`src/logic/spp_pkg.sv`:
```
// Constants shared by the shared parallel I/O port design
package spp_pkg;
    // Register byte offsets
    localparam logic [7:0] OFS_DIRECTION  = 8'h00;
    localparam logic [7:0] OFS_OUT_LATCH  = 8'h04;
    localparam logic [7:0] OFS_PIN_LEVEL  = 8'h08;
    localparam logic [7:0] OFS_OPEN_DRAIN = 8'h0C;
    localparam logic [7:0] OFS_ANALOG_SEL = 8'h10;
    localparam logic [7:0] OFS_USB_CFG2   = 8'h14;
    // Field position of the transceiver disable bit
    localparam int         TRANS_DIS_BIT  = 0;
    // AXI responses
    localparam logic [1:0] RESP_OKAY      = 2'h0;
    localparam logic [1:0] RESP_SLVERR    = 2'h2;
    // Reset values
    localparam logic [31:0] ZERO_WORD     = 32'h0000_0000;
    localparam logic        USB_CFG_RST   = 1'b0;
    // Defaults of the port shape
    localparam int          PORT_W        = 16;
    localparam logic [31:0] IMPL_DEF      = 32'h0000_FFFF;
    localparam logic [31:0] ANALOG_DEF    = 32'h0000_00CF;
    localparam int          DPLUS_DEF     = 2;
    localparam int          DMINUS_DEF    = 3;
endpackage

```
`src/logic/spp_sync.sv`:
```
// Two flip-flop synchroniser for the pad input levels
`timescale 1ns/1ps
module spp_sync #(
    parameter int W = 16
) (
    // Clock and reset
    input  wire logic         ref_clk,
    input  wire logic         rstn,
    // Levels in and out
    input  wire logic [W-1:0] async_in,
    output logic      [W-1:0] sync_out
);
    logic [W-1:0] meta_q;

    // First stage read only by the second
    always_ff @(posedge ref_clk or negedge rstn) begin
        if (!rstn) begin
            meta_q   <= '0;
            sync_out <= '0;
        end else begin
            meta_q   <= async_in;
            sync_out <= meta_q;
        end
    end
endmodule

```
`src/logic/spp_port.sv`:
```
// Shared parallel I/O port with AXI4-Lite register access
//
// The placing of the registers and register access over AXI4-Lite were left to the implementer.
`timescale 1ns/1ps
// Summary of operation
// Enabled driving peripheral owns pin output data and enable over port bit
// Port's own driven output never loops back into peripheral input
// Peripheral driving: port driver off, pin level still readable
// Peripheral enabled but not driving: port bit may drive pin
// Direction one makes pin input; zero drives it from output latch
// Reset sets every direction bit, all pins inputs
// Latch register reads stored latch, writes update latch
// Pin register reads sampled pins; writes go to output latch
// Unimplemented bits disabled; latch, direction, pin read zero
// Software waits one instruction cycle between port change and read
// Per-pin open-drain bit makes output open-drain
// USB data pin input buffers off unless transceiver disable set; code gates only the pin register, periph_in still sees D+ and D-
// Analog-select bit per analog pin chooses analog or digital
// Analog input pins read zero in pin register
// Analog-select one: analog, readback off; implemented bits reset one
// Software clears analog-select and direction for digital output
// Open-drain drives low for zero, floats for one
// Pin readback passes registered synchroniser into clock domain
module spp_port #(
    parameter int          W         = spp_pkg::PORT_W,
    parameter logic [31:0] IMPL_MASK = spp_pkg::IMPL_DEF,
    parameter logic [31:0] ANA_MASK  = spp_pkg::ANALOG_DEF,
    parameter int          DP_IDX    = spp_pkg::DPLUS_DEF,
    parameter int          DM_IDX    = spp_pkg::DMINUS_DEF
) (
    // Clock and reset
    input  wire logic         ref_clk,
    input  wire logic         rstn,
    // AXI4-Lite write address and data
    input  wire logic [7:0]   s_axi_awaddr,
    input  wire logic         s_axi_awvalid,
    output logic              s_axi_awready,
    input  wire logic [31:0]  s_axi_wdata,
    input  wire logic [3:0]   s_axi_wstrb,
    input  wire logic         s_axi_wvalid,
    output logic              s_axi_wready,
    // AXI4-Lite write response
    output logic [1:0]        s_axi_bresp,
    output logic              s_axi_bvalid,
    input  wire logic         s_axi_bready,
    // AXI4-Lite read
    input  wire logic [7:0]   s_axi_araddr,
    input  wire logic         s_axi_arvalid,
    output logic              s_axi_arready,
    output logic [31:0]       s_axi_rdata,
    output logic [1:0]        s_axi_rresp,
    output logic              s_axi_rvalid,
    input  wire logic         s_axi_rready,
    // Peripheral side of the pins
    input  wire logic [W-1:0] periph_en,
    input  wire logic [W-1:0] periph_drive,
    input  wire logic [W-1:0] periph_out,
    output logic [W-1:0]      periph_in,
    // Pads
    input  wire logic [W-1:0] pad_i,
    output logic [W-1:0]      pad_o,
    output logic [W-1:0]      pad_oe
);
    localparam logic [W-1:0] IMPL = IMPL_MASK[W-1:0];
    localparam logic [W-1:0] ANA  = ANA_MASK[W-1:0] & IMPL_MASK[W-1:0];

    // Byte-lane merge used by every register write except OFS_USB_CFG2, which takes TRANS_DIS_BIT alone
    function automatic logic [W-1:0] merge(input logic [W-1:0] old,
                                           input logic [31:0] data,
                                           input logic [3:0] strb);
        logic [31:0] res;
        res = {{(32-W){1'b0}}, old};
        for (int b = 0; b < 4; b++) begin
            if (strb[b]) begin
                res[b*8 +: 8] = data[b*8 +: 8];
            end
        end
        return res[W-1:0];
    endfunction

    // Address decode used by write and read paths
    function automatic logic mapped(input logic [7:0] a);
        return a == spp_pkg::OFS_DIRECTION || a == spp_pkg::OFS_OUT_LATCH ||
               a == spp_pkg::OFS_PIN_LEVEL || a == spp_pkg::OFS_OPEN_DRAIN ||
               a == spp_pkg::OFS_ANALOG_SEL || a == spp_pkg::OFS_USB_CFG2;
    endfunction

    logic [W-1:0] dir_q, latch_q, od_q, ana_q;
    logic [W-1:0] dir_d, latch_d, od_d, ana_d;
    logic         trans_dis_q, trans_dis_d;
    logic         aw_hold_q, w_hold_q;
    logic [7:0]   awaddr_q, rd_addr_q;
    logic [31:0]  wdata_q;
    logic [3:0]   wstrb_q;
    logic [W-1:0] pin_sync;
    logic [W-1:0] owner_w, port_drive_w, buf_en_w, pin_level_w;
    logic [W-1:0] pad_o_d, pad_oe_d;
    logic [31:0]  rd_mux;
    logic         do_wr, aw_take, w_take, ar_take;

    // Pad levels into the clock domain
    spp_sync #(.W(W)) u_sync (
        .ref_clk  (ref_clk),
        .rstn     (rstn),
        .async_in (pad_i),
        .sync_out (pin_sync)
    );

    // Ownership, port drive and input buffer enables
    assign owner_w      = periph_en & periph_drive;
    assign port_drive_w = ~dir_q & IMPL & ~owner_w;
    assign buf_en_w     = ~(((W'(1) << DP_IDX) | (W'(1) << DM_IDX)) &
                          {W{~trans_dis_q}});
    assign pin_level_w  = pin_sync & IMPL & ~ana_q & buf_en_w;

    // Pad drive: peripheral first, else latch, open-drain floats ones
    assign pad_o_d  = (owner_w & periph_out) |
                      (~owner_w & ~od_q & latch_q);
    assign pad_oe_d = owner_w |
                      (port_drive_w & (~od_q | ~latch_q));

    // Bus handshakes
    assign aw_take = s_axi_awvalid & s_axi_awready;
    assign w_take  = s_axi_wvalid & s_axi_wready;
    assign ar_take = s_axi_arvalid & s_axi_arready;
    assign do_wr   = aw_hold_q & w_hold_q & ~s_axi_bvalid;

    // Register next values from a write
    assign dir_d = (do_wr && awaddr_q == spp_pkg::OFS_DIRECTION) ?
                   merge(dir_q, wdata_q, wstrb_q) & IMPL : dir_q;
    assign latch_d = (do_wr && (awaddr_q == spp_pkg::OFS_OUT_LATCH ||
                                awaddr_q == spp_pkg::OFS_PIN_LEVEL)) ?
                     merge(latch_q, wdata_q, wstrb_q) & IMPL : latch_q;
    assign od_d = (do_wr && awaddr_q == spp_pkg::OFS_OPEN_DRAIN) ?
                  merge(od_q, wdata_q, wstrb_q) & IMPL : od_q;
    assign ana_d = (do_wr && awaddr_q == spp_pkg::OFS_ANALOG_SEL) ?
                   merge(ana_q, wdata_q, wstrb_q) & ANA : ana_q;
    assign trans_dis_d = (do_wr && awaddr_q == spp_pkg::OFS_USB_CFG2 &&
                          wstrb_q[spp_pkg::TRANS_DIS_BIT / 8]) ?
                         wdata_q[spp_pkg::TRANS_DIS_BIT] : trans_dis_q;

    // Read data selection
    assign rd_mux =
        (s_axi_araddr == spp_pkg::OFS_DIRECTION)  ? 32'(dir_q)       :
        (s_axi_araddr == spp_pkg::OFS_OUT_LATCH)  ? 32'(latch_q)     :
        (s_axi_araddr == spp_pkg::OFS_PIN_LEVEL)  ? 32'(pin_level_w) :
        (s_axi_araddr == spp_pkg::OFS_OPEN_DRAIN) ? 32'(od_q)        :
        (s_axi_araddr == spp_pkg::OFS_ANALOG_SEL) ? 32'(ana_q)       :
        (s_axi_araddr == spp_pkg::OFS_USB_CFG2)   ? 32'(trans_dis_q) :
        spp_pkg::ZERO_WORD;

    // Port configuration registers
    always_ff @(posedge ref_clk or negedge rstn) begin
        if (!rstn) begin
            dir_q       <= IMPL;
            latch_q     <= '0;
            od_q        <= '0;
            ana_q       <= ANA;
            trans_dis_q <= spp_pkg::USB_CFG_RST;
        end else begin
            dir_q       <= dir_d;
            latch_q     <= latch_d;
            od_q        <= od_d;
            ana_q       <= ana_d;
            trans_dis_q <= trans_dis_d;
        end
    end

    // Pad and peripheral outputs
    always_ff @(posedge ref_clk or negedge rstn) begin
        if (!rstn) begin
            pad_o     <= '0;
            pad_oe    <= '0;
            periph_in <= '0;
        end else begin
            pad_o     <= pad_o_d;
            pad_oe    <= pad_oe_d;
            periph_in <= pin_sync & ~port_drive_w;
        end
    end

    // Write address and data capture, either order
    always_ff @(posedge ref_clk or negedge rstn) begin
        if (!rstn) begin
            aw_hold_q     <= 1'b0;
            w_hold_q      <= 1'b0;
            awaddr_q      <= '0;
            wdata_q       <= spp_pkg::ZERO_WORD;
            wstrb_q       <= '0;
            s_axi_awready <= 1'b0;
            s_axi_wready  <= 1'b0;
        end else begin
            if (aw_take) begin
                aw_hold_q <= 1'b1;
                awaddr_q  <= s_axi_awaddr;
            end else if (do_wr) begin
                aw_hold_q <= 1'b0;
            end
            if (w_take) begin
                w_hold_q <= 1'b1;
                wdata_q  <= s_axi_wdata;
                wstrb_q  <= s_axi_wstrb;
            end else if (do_wr) begin
                w_hold_q <= 1'b0;
            end
            s_axi_awready <= ~aw_take & ~aw_hold_q & ~s_axi_bvalid;
            s_axi_wready  <= ~w_take & ~w_hold_q & ~s_axi_bvalid;
        end
    end

    // Write response
    always_ff @(posedge ref_clk or negedge rstn) begin
        if (!rstn) begin
            s_axi_bvalid <= 1'b0;
            s_axi_bresp  <= spp_pkg::RESP_OKAY;
        end else if (do_wr) begin
            s_axi_bvalid <= 1'b1;
            s_axi_bresp  <= mapped(awaddr_q) ? spp_pkg::RESP_OKAY : spp_pkg::RESP_SLVERR;
        end else if (s_axi_bready) begin
            s_axi_bvalid <= 1'b0;
        end
    end

    // Read channel
    always_ff @(posedge ref_clk or negedge rstn) begin
        if (!rstn) begin
            s_axi_arready <= 1'b0;
            s_axi_rvalid  <= 1'b0;
            s_axi_rdata   <= spp_pkg::ZERO_WORD;
            s_axi_rresp   <= spp_pkg::RESP_OKAY;
            rd_addr_q     <= '0;
        end else if (ar_take) begin
            s_axi_arready <= 1'b0;
            s_axi_rvalid  <= 1'b1;
            s_axi_rdata   <= rd_mux;
            s_axi_rresp   <= mapped(s_axi_araddr) ? spp_pkg::RESP_OKAY : spp_pkg::RESP_SLVERR;
            rd_addr_q     <= s_axi_araddr;
        end else if (s_axi_rvalid) begin
            s_axi_rvalid  <= ~s_axi_rready;
            s_axi_arready <= s_axi_rready;
        end else begin
            s_axi_arready <= 1'b1;
        end
    end
endmodule

```
`config.mk`:
```
export PLATFORM = sky130hd
export DESIGN_NAME = spp_port
export DESIGN_NICKNAME = d
export VERILOG_FILES = /design/src/logic/spp_pkg.sv /design/src/logic/spp_sync.sv /design/src/logic/spp_port.sv
export SDC_FILE = /design/constraint.sdc
export NUM_CORES = 1
export LEC_CHECK = 0
export BUFFER_PORTS_ARGS = -buffer_cell sky130_fd_sc_hd__buf_4
export CAP_MARGIN = 0
export CORE_ASPECT_RATIO = 1.25
export CORE_MARGIN = 2
export CORE_UTILIZATION = 50
export DETAILED_ROUTE_END_ITERATION = 7
export PLACE_DENSITY_LB_ADDON = 0.05
export SKIP_LAST_GASP = 1
export SYNTH_ARGS = -nofsm -noshare
export SYNTH_HDL_FRONTEND = slang
export SYNTH_SLANG_ARGS = --single-unit
export TNS_END_PERCENT = 10
```
`constraint.sdc`:
```
create_clock -name ref_clk -period 5.3 [get_ports ref_clk]
set_input_delay 0.53 -clock ref_clk [delete_from_list [all_inputs] [get_ports ref_clk]]
set_output_delay 0.53 -clock ref_clk [all_outputs]
set_load 0.005 [all_outputs]
```
After elaboration in Yosys (flattened, before gate mapping):

Cells that the tools add are included.

* logic and storage cells: 117
* bits in registers: 204

* multiplexer cells: 17
* reduce and logical (&&, ||, !) cells: 29
* eq/ne operators: 10
* bitwise gates (word level): 35

Operators by type and width (number)
* $and A16 B16 Y16: 9
* $not A16 Y16: 5
* $mux W16: 4
* $or A16 B16 Y16: 3
* $eq A8 B4 Y1 const B: 4
* $eq A8 B5 Y1 const B: 4
* $eq A8 B3 Y1 const B: 2
* $logic_not A8 Y1: 2
* $not A4 Y16: 1
* $not A8 Y16: 1
* $reduce_and A2 Y1: 7
* $logic_or A1 B1 Y1: 11
* $mux W1: 10
* $and A1 B1 Y1: 9
* $mux W8: 1
* $not A1 Y1: 7
* $logic_and A1 B1 Y1: 6
* $reduce_bool A2 Y1: 3
* $mux W2: 2

Logic depth before layout (Yosys ltp):

Gate-level depths: netlist of run 1.

* depth after elaboration: 7
* depth in mapped cells: 6

By module:

Synthesis of run 1 repeated with hierarchy kept, for this count alone.

* cells, all modules: 575
* area, all modules: 7490.9 um^2

Modules (own cells, without submodules)
* spp_port: cells each 543, instances 1, area an instance 6690.2 um^2
* spp_sync: cells each 32, instances 1, area an instance 800.8 um^2

Least setup slack after synthesis of run 1:

Ideal clock, no wire load.

* path type: input to register
* start: input port s_axi_araddr[5]
* end: register s_axi_rdata[2]
* slack: 3.279 ns
* library setup time: 0.094 ns
* data required time: 5.206 ns
* data arrival time: 1.927 ns
* stages: 5
* path buffers: 1
* cells stage by stage: or4_1 -> nor3_1 -> buf_2 -> o21ai_0 -> a211oi_1

* longest elaborated chain between the ends: 6
* elaborated cells on any way between the ends: 10

Ends and longest elaborated chain
* start: declaration: RTL line spp_port.sv:47 `input wire logic [7:0] s_axi_araddr,`
* $eq A8 B5 Y1: RTL line spp_port.sv:148 `(s_axi_araddr == spp_pkg::OFS_ANALOG_SEL) ? 32'(ana_q) :`
* $mux W8: RTL line spp_port.sv:148
* $mux W16: RTL line spp_port.sv:147 `(s_axi_araddr == spp_pkg::OFS_OPEN_DRAIN) ? 32'(od_q) :`
* $mux W16: RTL line spp_port.sv:146 `(s_axi_araddr == spp_pkg::OFS_PIN_LEVEL) ? 32'(pin_level_w) :`
* $mux W16: RTL line spp_port.sv:145 `(s_axi_araddr == spp_pkg::OFS_OUT_LATCH) ? 32'(latch_q) :`
* $mux W16 (*): RTL line spp_port.sv:144 `(s_axi_araddr == spp_pkg::OFS_DIRECTION) ? 32'(dir_q) :`
* end signal: assignment: RTL line spp_port.sv:229 `s_axi_rdata <= spp_pkg::ZERO_WORD;`
* end signal: assignment: RTL line spp_port.sv:235 `s_axi_rdata <= rd_mux;`
* end: declaration: RTL line spp_port.sv:50 `output logic [31:0] s_axi_rdata,`

Every way passes the cells marked *; elsewhere a longest branch is shown, timed or not.
A chain may end at the register's enable or synchronous reset.

Worst setup path in the final report of run 1:

* start: register awaddr_q[0]
* end: register od_q[13]

* longest elaborated chain between the ends: 3

Ends and longest elaborated chain
* start: declaration: RTL line spp_port.sv:92 `logic [7:0] awaddr_q, rd_addr_q;`
* start signal: assignment: RTL line spp_port.sv:195 `awaddr_q <= s_axi_awaddr;`
* $eq A8 B4 Y1: RTL line spp_port.sv:134 `assign od_d = (do_wr && awaddr_q == spp_pkg::OFS_OPEN_DRAIN) ?`
* $logic_and A1 B1 Y1: RTL line spp_port.sv:134
* $reduce_and A2 Y1 (no source line)
* end signal: assignment: RTL line spp_port.sv:157 `od_q <= '0;`
* end signal: assignment: RTL line spp_port.sv:163 `od_q <= od_d;`
* end: declaration: RTL line spp_port.sv:88 `logic [W-1:0] dir_q, latch_q, od_q, ana_q;`

Every way passes these cells.

==> results.md, run 1 <==
Floorplanning:
- The initial utilization of the core area, before any placement, comes to 50.7%.
- The die span in x is 114 um.
- In this run the count of I/O pins placed on the die edge is 212.
- The floorplan die area is 16100 sq um.
- The floorplan step defined a core boundary enclosing 14900 sq um.
- From bottom edge to top edge, the die measures 141 um.
- After floorplanning, the core was divided into 50 placement rows.

Finish:
- The net count of the finished layout is 908.
- Leaving out filler cells and counting taps, the final layout contains 980.
- The area of all sequential standard cells is 4680 sq um.
- Leaving out fill and tap cells, the most frequent cells in the layout are sky130_fd_sc_hd__buf_4, sky130_fd_sc_hd__dfrtp_1, sky130_fd_sc_hd__nand2_1, sky130_fd_sc_hd__mux2_2, sky130_fd_sc_hd__o21ai_0.
- The area of the multi-input gates is 2710 sq um.
- The layout has 1203 filler cells.
- The repair_antennas step left the layout with diodes totalling 0.
- Compared with the post-synthesis result, the final layout area differs by 26.7%.
- The commonest non-fill, non-tap cell in the layout is sky130_fd_sc_hd__buf_4.
- The final standard cell area without fillers is 9560 sq um.
- The final core utilization is 64.2%.
- Of the cells placed in the final design, the portion with a size suffix greater than 1 is 40.5%.

Detailed routing:
- After detailed routing, the met2 layer carries 9020 um of wire.
- For this block, wires on met1 add up to 7430 um.
- The length of routed met3 wiring is 1120 um.
- The DRC violation count after routing is 0.
- The total length of routed wires is 17800 um.
- Dividing the detail-routed via count by the number of cells gives 5.41.
- The number of antenna-violating nets in the routed design is 0.
- The detailed-route via count is 5305.
- The number of detailed-route iterations in the first pass is 5.
- The highest metal layer carrying signal wires in the routed design is met4.
- After the first detailed-routing iteration, the DRC count stood at 236.
- In the final routed layout, each cell accounts on average for 18.2 um.

STA:
- The max-slew violation count came to 0.
- The measured slew at the worst slew-check pin is 0.880 ns.
- For the final database, setup skew stands at 0.00967 ns.
- The maximum clock frequency is 427 MHz.
- The accumulated negative setup slack is 0 ns.
- The count of final hold-check violations was 0.
- Setup repair after global routing left no endpoint under its margin.
- In this run the tightest slew margin relative to its limit is 41.2%.
- The setup slack after layout is 2.96 ns.
- The worst path uses 44.2% of the clock period.
- Hold is met by 0.158 ns.
- The total of endpoints with negative setup slack in the final report is 0.
- The clock period could shrink to 2.34 ns.

Setup path:
- The critical path capture point type is a flop.
- The critical path class is flop to flop.
- The critical path goes through or4_4 -> nor3_4 -> nand4_2 -> mux2_2.
- The critical path's slowest cell is sky130_fd_sc_hd__or4_4.
- Of all nets on the critical path, the largest fanout is 8.
- In this run the critical register-to-register path is captured at od_q[13]$_DFFE_PN0P_.
- The worst register-to-register path has a depth of 4.
- The worst setup path is launched from a flop.
- The worst register-to-register path has a setup slack of 2.96 ns.
- In this run the critical register-to-register path is launched from awaddr_q[0]$_DFFE_PN0P_.
- Data on the critical path is required at its endpoint by 5.61 ns.
- The worst path arrival time is 2.66 ns.
- The worst stage delay on the critical path is 0.56 ns.

Power and ir drop:
- The leakage power figure is 4.65 nW.
- Power spread over the standard cell area amounts to 386 nW/um^2.
- The worst-case IR drop observed on VDD is 216 uV.
- The overall power is 3.69 mW.

Yosys:
- Synthesis produced 606 cells.
- In this run the cell area of the synthesized design comes to 7540 sq um.
- The synthesized design contains 0 enable-type register cells.
- The mean post-synth cell area is 12.5 sq um.
- During synthesis, Yosys emitted a total of 0 warnings.
- The post-synthesis sequential area ratio is 62.1%.
- After synthesis, the netlist uses 45 different library cells.
- The leading register cell type out of synthesis is sky130_fd_sc_hd__dfrtp_1.
- Counting flops and latches in the post-synthesis netlist gives 186.
- After synthesis, the share of flip-flops with an asynchronous set or reset is 100%.

Placed design:
- The post-place instance area is 8990 sq um.
- Routability-driven placement finished with a final weighted congestion of 0.854.
- Buffers placed on the I/O ports in this run total 175.
- OpenSTA, run right after detailed placement, puts the worst setup slack at 2.76 ns.
- The HPWL after detailed placement is 11900 um.
- The total placed cells including tap cells is 948.

CTS:
- The cell sitting at the root of the clock tree is a sky130_fd_sc_hd__clkbuf_16.
- The number of setup buffers added after CTS is 0.
- The number of buffers inserted during clock tree synthesis is 17.
- The number of gates resized after cts is 0.
- The CTS tree is built.
- The H-tree generated during clock tree synthesis spans 4 levels.
- The number of hold-repair buffers added at the cts stage is 0.
- The clock-pin slew on the worst setup and hold paths is 0.06 ns.
- Clock latency on the worst-skew pair, taken at its later pin, is 0.43 ns.
- The clock passes through at most 2 buffers.
- For this design, the sink count on the clock tree is 186.

Global routing:
- The largest net degree at the start of global routing is 88.
- Global routing finished with a remaining overflow of 0.
- The overall track demand over capacity in global routing is 22.9%.
- The number of global-route vias before repair came to 5384.
- The initial antenna violation count came to 0.
- The first global-routing pass estimated 28100 um of wire.

Job:
- The tool flagged a number of max-cap violations equal to 0.

Status:
- The flow ran to the end, and the final reports show no timing, DRC or antenna violations.

Hold path:
- The classification of the worst-slack hold path is input pin to async pin.
==> state kept, by name, summed over array words and instances (netlist names), 2 cells and up <==
register,count
s_axi_rdata,16
pad_o,16
pad_oe,16
periph_in,16
wstrb_q,2
wdata_q,16
ana_q,6
u_sync.sync_out,16
awaddr_q,8
latch_q,16
od_q,16
dir_q,16
u_sync.meta_q,16
==> power breakdown <==
part           leakage, nW  internal [mW]  total [mW]  switching, mW
combinational         2.12          0.333       0.592          0.259
sequential            2.25           1.66        1.86          0.200
clock                0.275          0.709        1.24          0.529
total                 4.65           2.70        3.69          0.988
==> layout make-up <==
cell class              instances  share of cell area [%]
multi-input cells             396                    28.3
well taps                     182                    2.38
inverters                       5                   0.196
repair buffers                179                    14.1
flip-flops and latches        186                    49.0
clock inverters                10                    1.26
clock buffers                  22                    4.75
==> worst max-delay path: cells and delay by family (launching register included) <==
| family | cells | cell delay [ns] |
|---|---|---|
| mux | 1 | 0.42 |
| flops | 1 | 0.38 |
| simple gates | 3 | 1.43 |
==> synthesized netlist by cell type (all sizes together) (2+ instances only) <==
cell | instances | share of area (%)
o211ai | 10 | 0.99
dfstp | 22 | 7.7
a21o | 15 | 1.5
o21a | 2 | 0.20
nor3 | 9 | 0.81
inv | 5 | 0.25
o21ai | 28 | 1.9
clkbuf | 15 | 0.75
nand3 | 26 | 2.0
a221o | 3 | 0.40
dfrtp | 164 | 54
a221oi | 4 | 0.46
and2 | 2 | 0.17
a211oi | 4 | 0.40
nor2 | 10 | 0.50
mux2 | 81 | 12
nand2b | 5 | 0.41
o2bb2ai | 3 | 0.35
or2 | 2 | 0.17
nor2b | 20 | 1.7
o22ai | 3 | 0.25
nand2 | 83 | 4.1
mux2i | 10 | 1.3
a31oi | 2 | 0.17
and3 | 2 | 0.17
or4 | 2 | 0.25
nand4 | 7 | 0.83
a21oi | 21 | 1.4
nand3b | 17 | 1.7
buf | 21 | 2.0
==> worst max path at each step <==
stage                     cells after the start                         end                     from
after detailed placement                      5  s_axi_rdata[4]$_DFFE_PN0P_          s_axi_araddr[4]
after global placement                        5  s_axi_rdata[4]$_DFFE_PN0P_          s_axi_araddr[4]
after floorplan                               5  s_axi_rdata[2]$_DFFE_PN0P_          s_axi_araddr[5]
final                                         4        od_q[13]$_DFFE_PN0P_  awaddr_q[0]$_DFFE_PN0P_
after global routing                          4         od_q[6]$_DFFE_PN0P_  awaddr_q[0]$_DFFE_PN0P_
after CTS                                     4        od_q[11]$_DFFE_PN0P_  awaddr_q[0]$_DFFE_PN0P_
==> metal layers <==
layer	global-route usage (%)	vias up
met2	37.9	174
met4	7.45	0
li1	-	2464
met5	0	-
met1	29.7	2650
met3	5.98	17
==> kinds of logic after synthesis <==
family / Yosys count / share of synthesized area, %
buffers and inverters: 41 / 2.95
XOR/XNOR: 1 / 0.116
AND/OR/NAND/NOR: 187 / 13.0
other: 1 / 0.0497
flip-flops: 186 / 62.1
multiplexers: 91 / 13.4
AO/OA/AOI/OAI: 99 / 8.41
No activity file was read; power rests on OpenSTA's default activity.
==> run 2: changes to the inputs <==
==> constraint.sdc (replaced) <==
create_clock -name ref_clk -period 2.4 [get_ports ref_clk]
set_input_delay 0.24 -clock ref_clk [delete_from_list [all_inputs] [get_ports ref_clk]]
set_output_delay 0.24 -clock ref_clk [all_outputs]
set_load 0.005 [all_outputs]
==> run 2 against run 1 <==
Highest routed layer unchanged. Critical path depth is the same. Cell count grew 2.3%. Clock skew is essentially flat.
==> results.md, run 2 (same netlist as run 1, synthesis figures left out) <==
Status:
- The flow ran to the end, and the final reports show no timing, DRC or antenna violations.

Detailed routing:
- The total length of routed wires is 17300 um (-2.6%).
- The number of detailed-route iterations in the first pass is 4 (-1).
- The DRC violation count after routing is 0 (unchanged).
- The number of antenna-violating nets in the routed design is 0 (unchanged).
- The detailed-route via count was 5375 (+1.3%).
- The violation count after the first detailed-route iteration is 256 (+8.5%).
- The vias per cell came to 5.36 (-1.0%).
- The detail-routed net length per standard cell is 17.3 um (-4.8%).

Setup path:
- The worst setup slack for register-to-register paths was 0.14 ns (-2.81 ns).
- The depth of the worst register-to-register path was 4 (unchanged).
- The endpoint identified for the worst register-to-register timing path is od_q[0]$_DFFE_PN0P_.
- The data required time at the worst endpoint is 2.71 ns (-2.90 ns).
- The worst stage delay on the critical path is 0.56 ns (about the same).
- The critical path class is flop to flop.
- In this run the critical register-to-register path is launched from awaddr_q[0]$_DFFE_PN0P_.
- The critical path's slowest cell is sky130_fd_sc_hd__or4_4.
- The critical path capture point type is a flop.
- STA classifies the critical path startpoint as a flop.
- The buffer and inverter count on the worst path came to 0 (unchanged).
- The worst path arrival time came to 2.57 ns (-0.09 ns).
- The biggest fanout along the worst timing path is 8 (unchanged).
- The family with the most delay on the worst path is simple AND/OR/NAND/NOR gates.
- The signal on the critical path passes through or4_4 -> nor3_4 -> nand4_2 -> mux2_2.

Power and ir drop:
- The switching component of the power is 2.20 mW (+120%).
- The relative contribution of sequential cells to total power is 50.5% (about the same).
- The power per unit of standard cell area was 829 nW/um^2 (+110%).
- The leakage power figure is 4.75 nW (+2.3%).
- The share of total power in the clock network is 33.0% (-0.5 points).
- The worst IR drop on VDD is 515 uV (+140%).
- The internal power of the cells is 5.92 mW (+120%).
- The share of power burned in combinational logic was 16.5% (+0.5 points).
- The switching portion of total power is 27.1% (+0.36 points).

Floorplanning:
- The count of pins on the block boundary is 212 (unchanged).
- The die span in x is 114 um (unchanged).
- The number of placement rows is 50 (unchanged).
- The effective utilization at floorplan came to 50.7% (unchanged).
- The die height is 141 um (unchanged).
- The core box area is 14900 sq um (unchanged).
- The floorplan die area was 16100 sq um (unchanged).

CTS:
- The number of buffers inserted during clock tree synthesis is 17 (unchanged).
- The clock-pin slew on the worst setup and hold paths is 0.07 ns (about the same).
- The CTS root buffer is sky130_fd_sc_hd__clkbuf_16.
- The number of sinks handled by clock tree synthesis was 186 (unchanged).
- The maximum clock insertion buffer count is 2 (unchanged).
- The deepest level of the CTS H-tree came to 4 (unchanged).
- The source-to-sink clock delay at the later pin of the worst-skew pair is 0.43 ns (about the same).
- TritonCTS built the clock tree.
- The post-CTS setup-driven buffer insertion count came to 0 (unchanged).

STA:
- Setup repair after global routing left no endpoint under its margin.
- The worst-case headroom to the max-slew limit was 37.7% (-3.5 points).
- The total of endpoints with negative setup slack in the final report came to 0 (unchanged).
- The maximum clock frequency was 443 MHz (+3.8%).
- The count of final hold-check violations was 0 (unchanged).
- The final cycle utilization of the critical path is 94.1% (+50 points).
- The accumulated negative setup slack is 0 ns (unchanged).
- The measured slew at the worst slew-check pin is 0.932 ns (+0.0523 ns).
- The max-slew violation count is 0 (unchanged).
- The worst-case clock skew is 0.00952 ns (-0.000141 ns).
- The final critical delay including setup and external delays is 2.26 ns (-0.0862 ns).

Global routing:
- The overall track demand over capacity in global routing is 22.7% (-0.19 points).
- The sum of overflow across all layers after global routing is 0 (unchanged).
- The initial antenna violation count is 0 (unchanged).
- The number of global-route vias before repair came to 5411 (+0.50%).
- The largest net degree at the start of global routing came to 73 (-17%).
- The global-route wire length before repair is 28000 um (-0.25%).

Placed design:
- The post-place instance area is 9040 sq um (+0.61%).
- The number of port buffers is 175 (unchanged).
- The final weighted congestion in routability-driven placement is 0.831 (-2.7%).
- The half-perimeter wire length of the detailed placement result is 11900 um (about the same).

Hold path:
- The launch point of the worst hold path is periph_out[3].
- The worst hold path was traced through 3 stages.
- The worst hold path endpoint is pad_o[3]$_DFF_PN0_.
- The path class of the tightest hold or removal check is input pin to flop.

Finish:
- The final core utilization is 65.8% (+1.6 points).
- The number of nets at the end of the flow is 931 (+2.5%).
- The final standard cell area without fillers is 9800 sq um (+2.5%).
- In the layout the commonest cells are sky130_fd_sc_hd__buf_4, sky130_fd_sc_hd__dfrtp_1, sky130_fd_sc_hd__nand2_1, sky130_fd_sc_hd__mux2_2, sky130_fd_sc_hd__o21ai_0.
- The share of layout cells above drive strength 1 is 40.3% (-0.16 points).
- The synthesis-to-finish area growth is 29.9%.
- The antenna diode count was 0 (unchanged).
- The fill cell total of the finished layout came to 1163 (-3.3%).
- The commonest non-fill, non-tap cell in the layout is sky130_fd_sc_hd__buf_4.

Job:
- The max-cap violation count came to 0 (unchanged).
[run 2: changes by cell type in the layout (fill, tap and decap cells not counted), moves of 2 or more]
cell / change
sky130_fd_sc_hd__clkbuf_1: -4
sky130_fd_sc_hd__buf_4: +2
sky130_fd_sc_hd__clkinv_4: -3
sky130_fd_sc_hd__clkinv_2: +2
sky130_fd_sc_hd__dlygate4sd3_1: +19
sky130_fd_sc_hd__inv_6: +4
sky130_fd_sc_hd__buf_12: +2
[run 2: what timing repair did]
item / 4_1_cts / 5_1_grt
hold endpoints to repair: 44 / 0
gates resized for setup: 0 / 0
hold buffers: 19 / 0
[run 2: how the worst max path moves through the flow]
stage	from	to	slack [ns]	cells after the start
2_1_floorplan	awaddr_q[0]$_DFFE_PN0P_	od_q[0]$_DFFE_PN0P_	0.42	4
3_3_place_gp	awaddr_q[0]$_DFFE_PN0P_	od_q[4]$_DFFE_PN0P_	0.18	4
3_5_place_dp	awaddr_q[0]$_DFFE_PN0P_	latch_q[8]$_DFFE_PN0P_	0.13	4
4_1_cts	awaddr_q[0]$_DFFE_PN0P_	od_q[0]$_DFFE_PN0P_	0.12	4
5_1_grt	awaddr_q[0]$_DFFE_PN0P_	od_q[0]$_DFFE_PN0P_	0.03	4
6_report	awaddr_q[0]$_DFFE_PN0P_	od_q[0]$_DFFE_PN0P_	0.14	4
[run 2: final cells by class]
type	count	area (sq um)	share of cell area, %
clock buffers	19	453	4.62
repair buffers	202	1600	16.3
multi-input cells	396	2710	27.6
inverters	5	18.8	0.191
well taps	182	228	2.32
flip-flops and latches	186	4680	47.8
clock inverters	13	116	1.19
[run 2: tightest hold or removal path, delay by kind of cell]
kind	cells	cell delay, ns
buffers and inverters	1	0.08
AOI/OAI and AO/OA	1	0.05
and+or+nand+nor	1	0.04
[run 2: metal layers]
layer / vias to the layer above / global-route usage [%] / share of wire, %
met1: 2659 / 28.1 / 40
met4: 0 / 7.77 / 1.6
met2: 181 / 39.3 / 52
met3: 24 / 5.25 / 5.8
met5: - / 0 / 0
li1: 2511 / - / -
[run 2: through the flow]
stage	hold slack (ns)	setup WS, ns	std cells	power (mW)
after detailed placement	0.150	0.134	952	5.49
final	0.0185	0.142	1003	8.12
after floorplan	-0.0556	0.416	623	4.81
after CTS	0.00449	0.122	1003	8.21
after global placement	0.149	0.177	952	5.42
after global routing	0.00974	0.0346	1003	8.54
[run 2: power by group through the flow]
| stage | sequential, mW | clock, mW | combinational [mW] |
|---|---|---|---|
| floorplan | 4.01 | 0 | 0.797 |
| CTS | 4.10 | 2.74 | 1.36 |
| finish | 4.10 | 2.68 | 1.34 |
| global placement | 4.13 | 0 | 1.29 |
| detailed placement | 4.16 | 0 | 1.33 |
| global route | 4.18 | 2.88 | 1.48 |
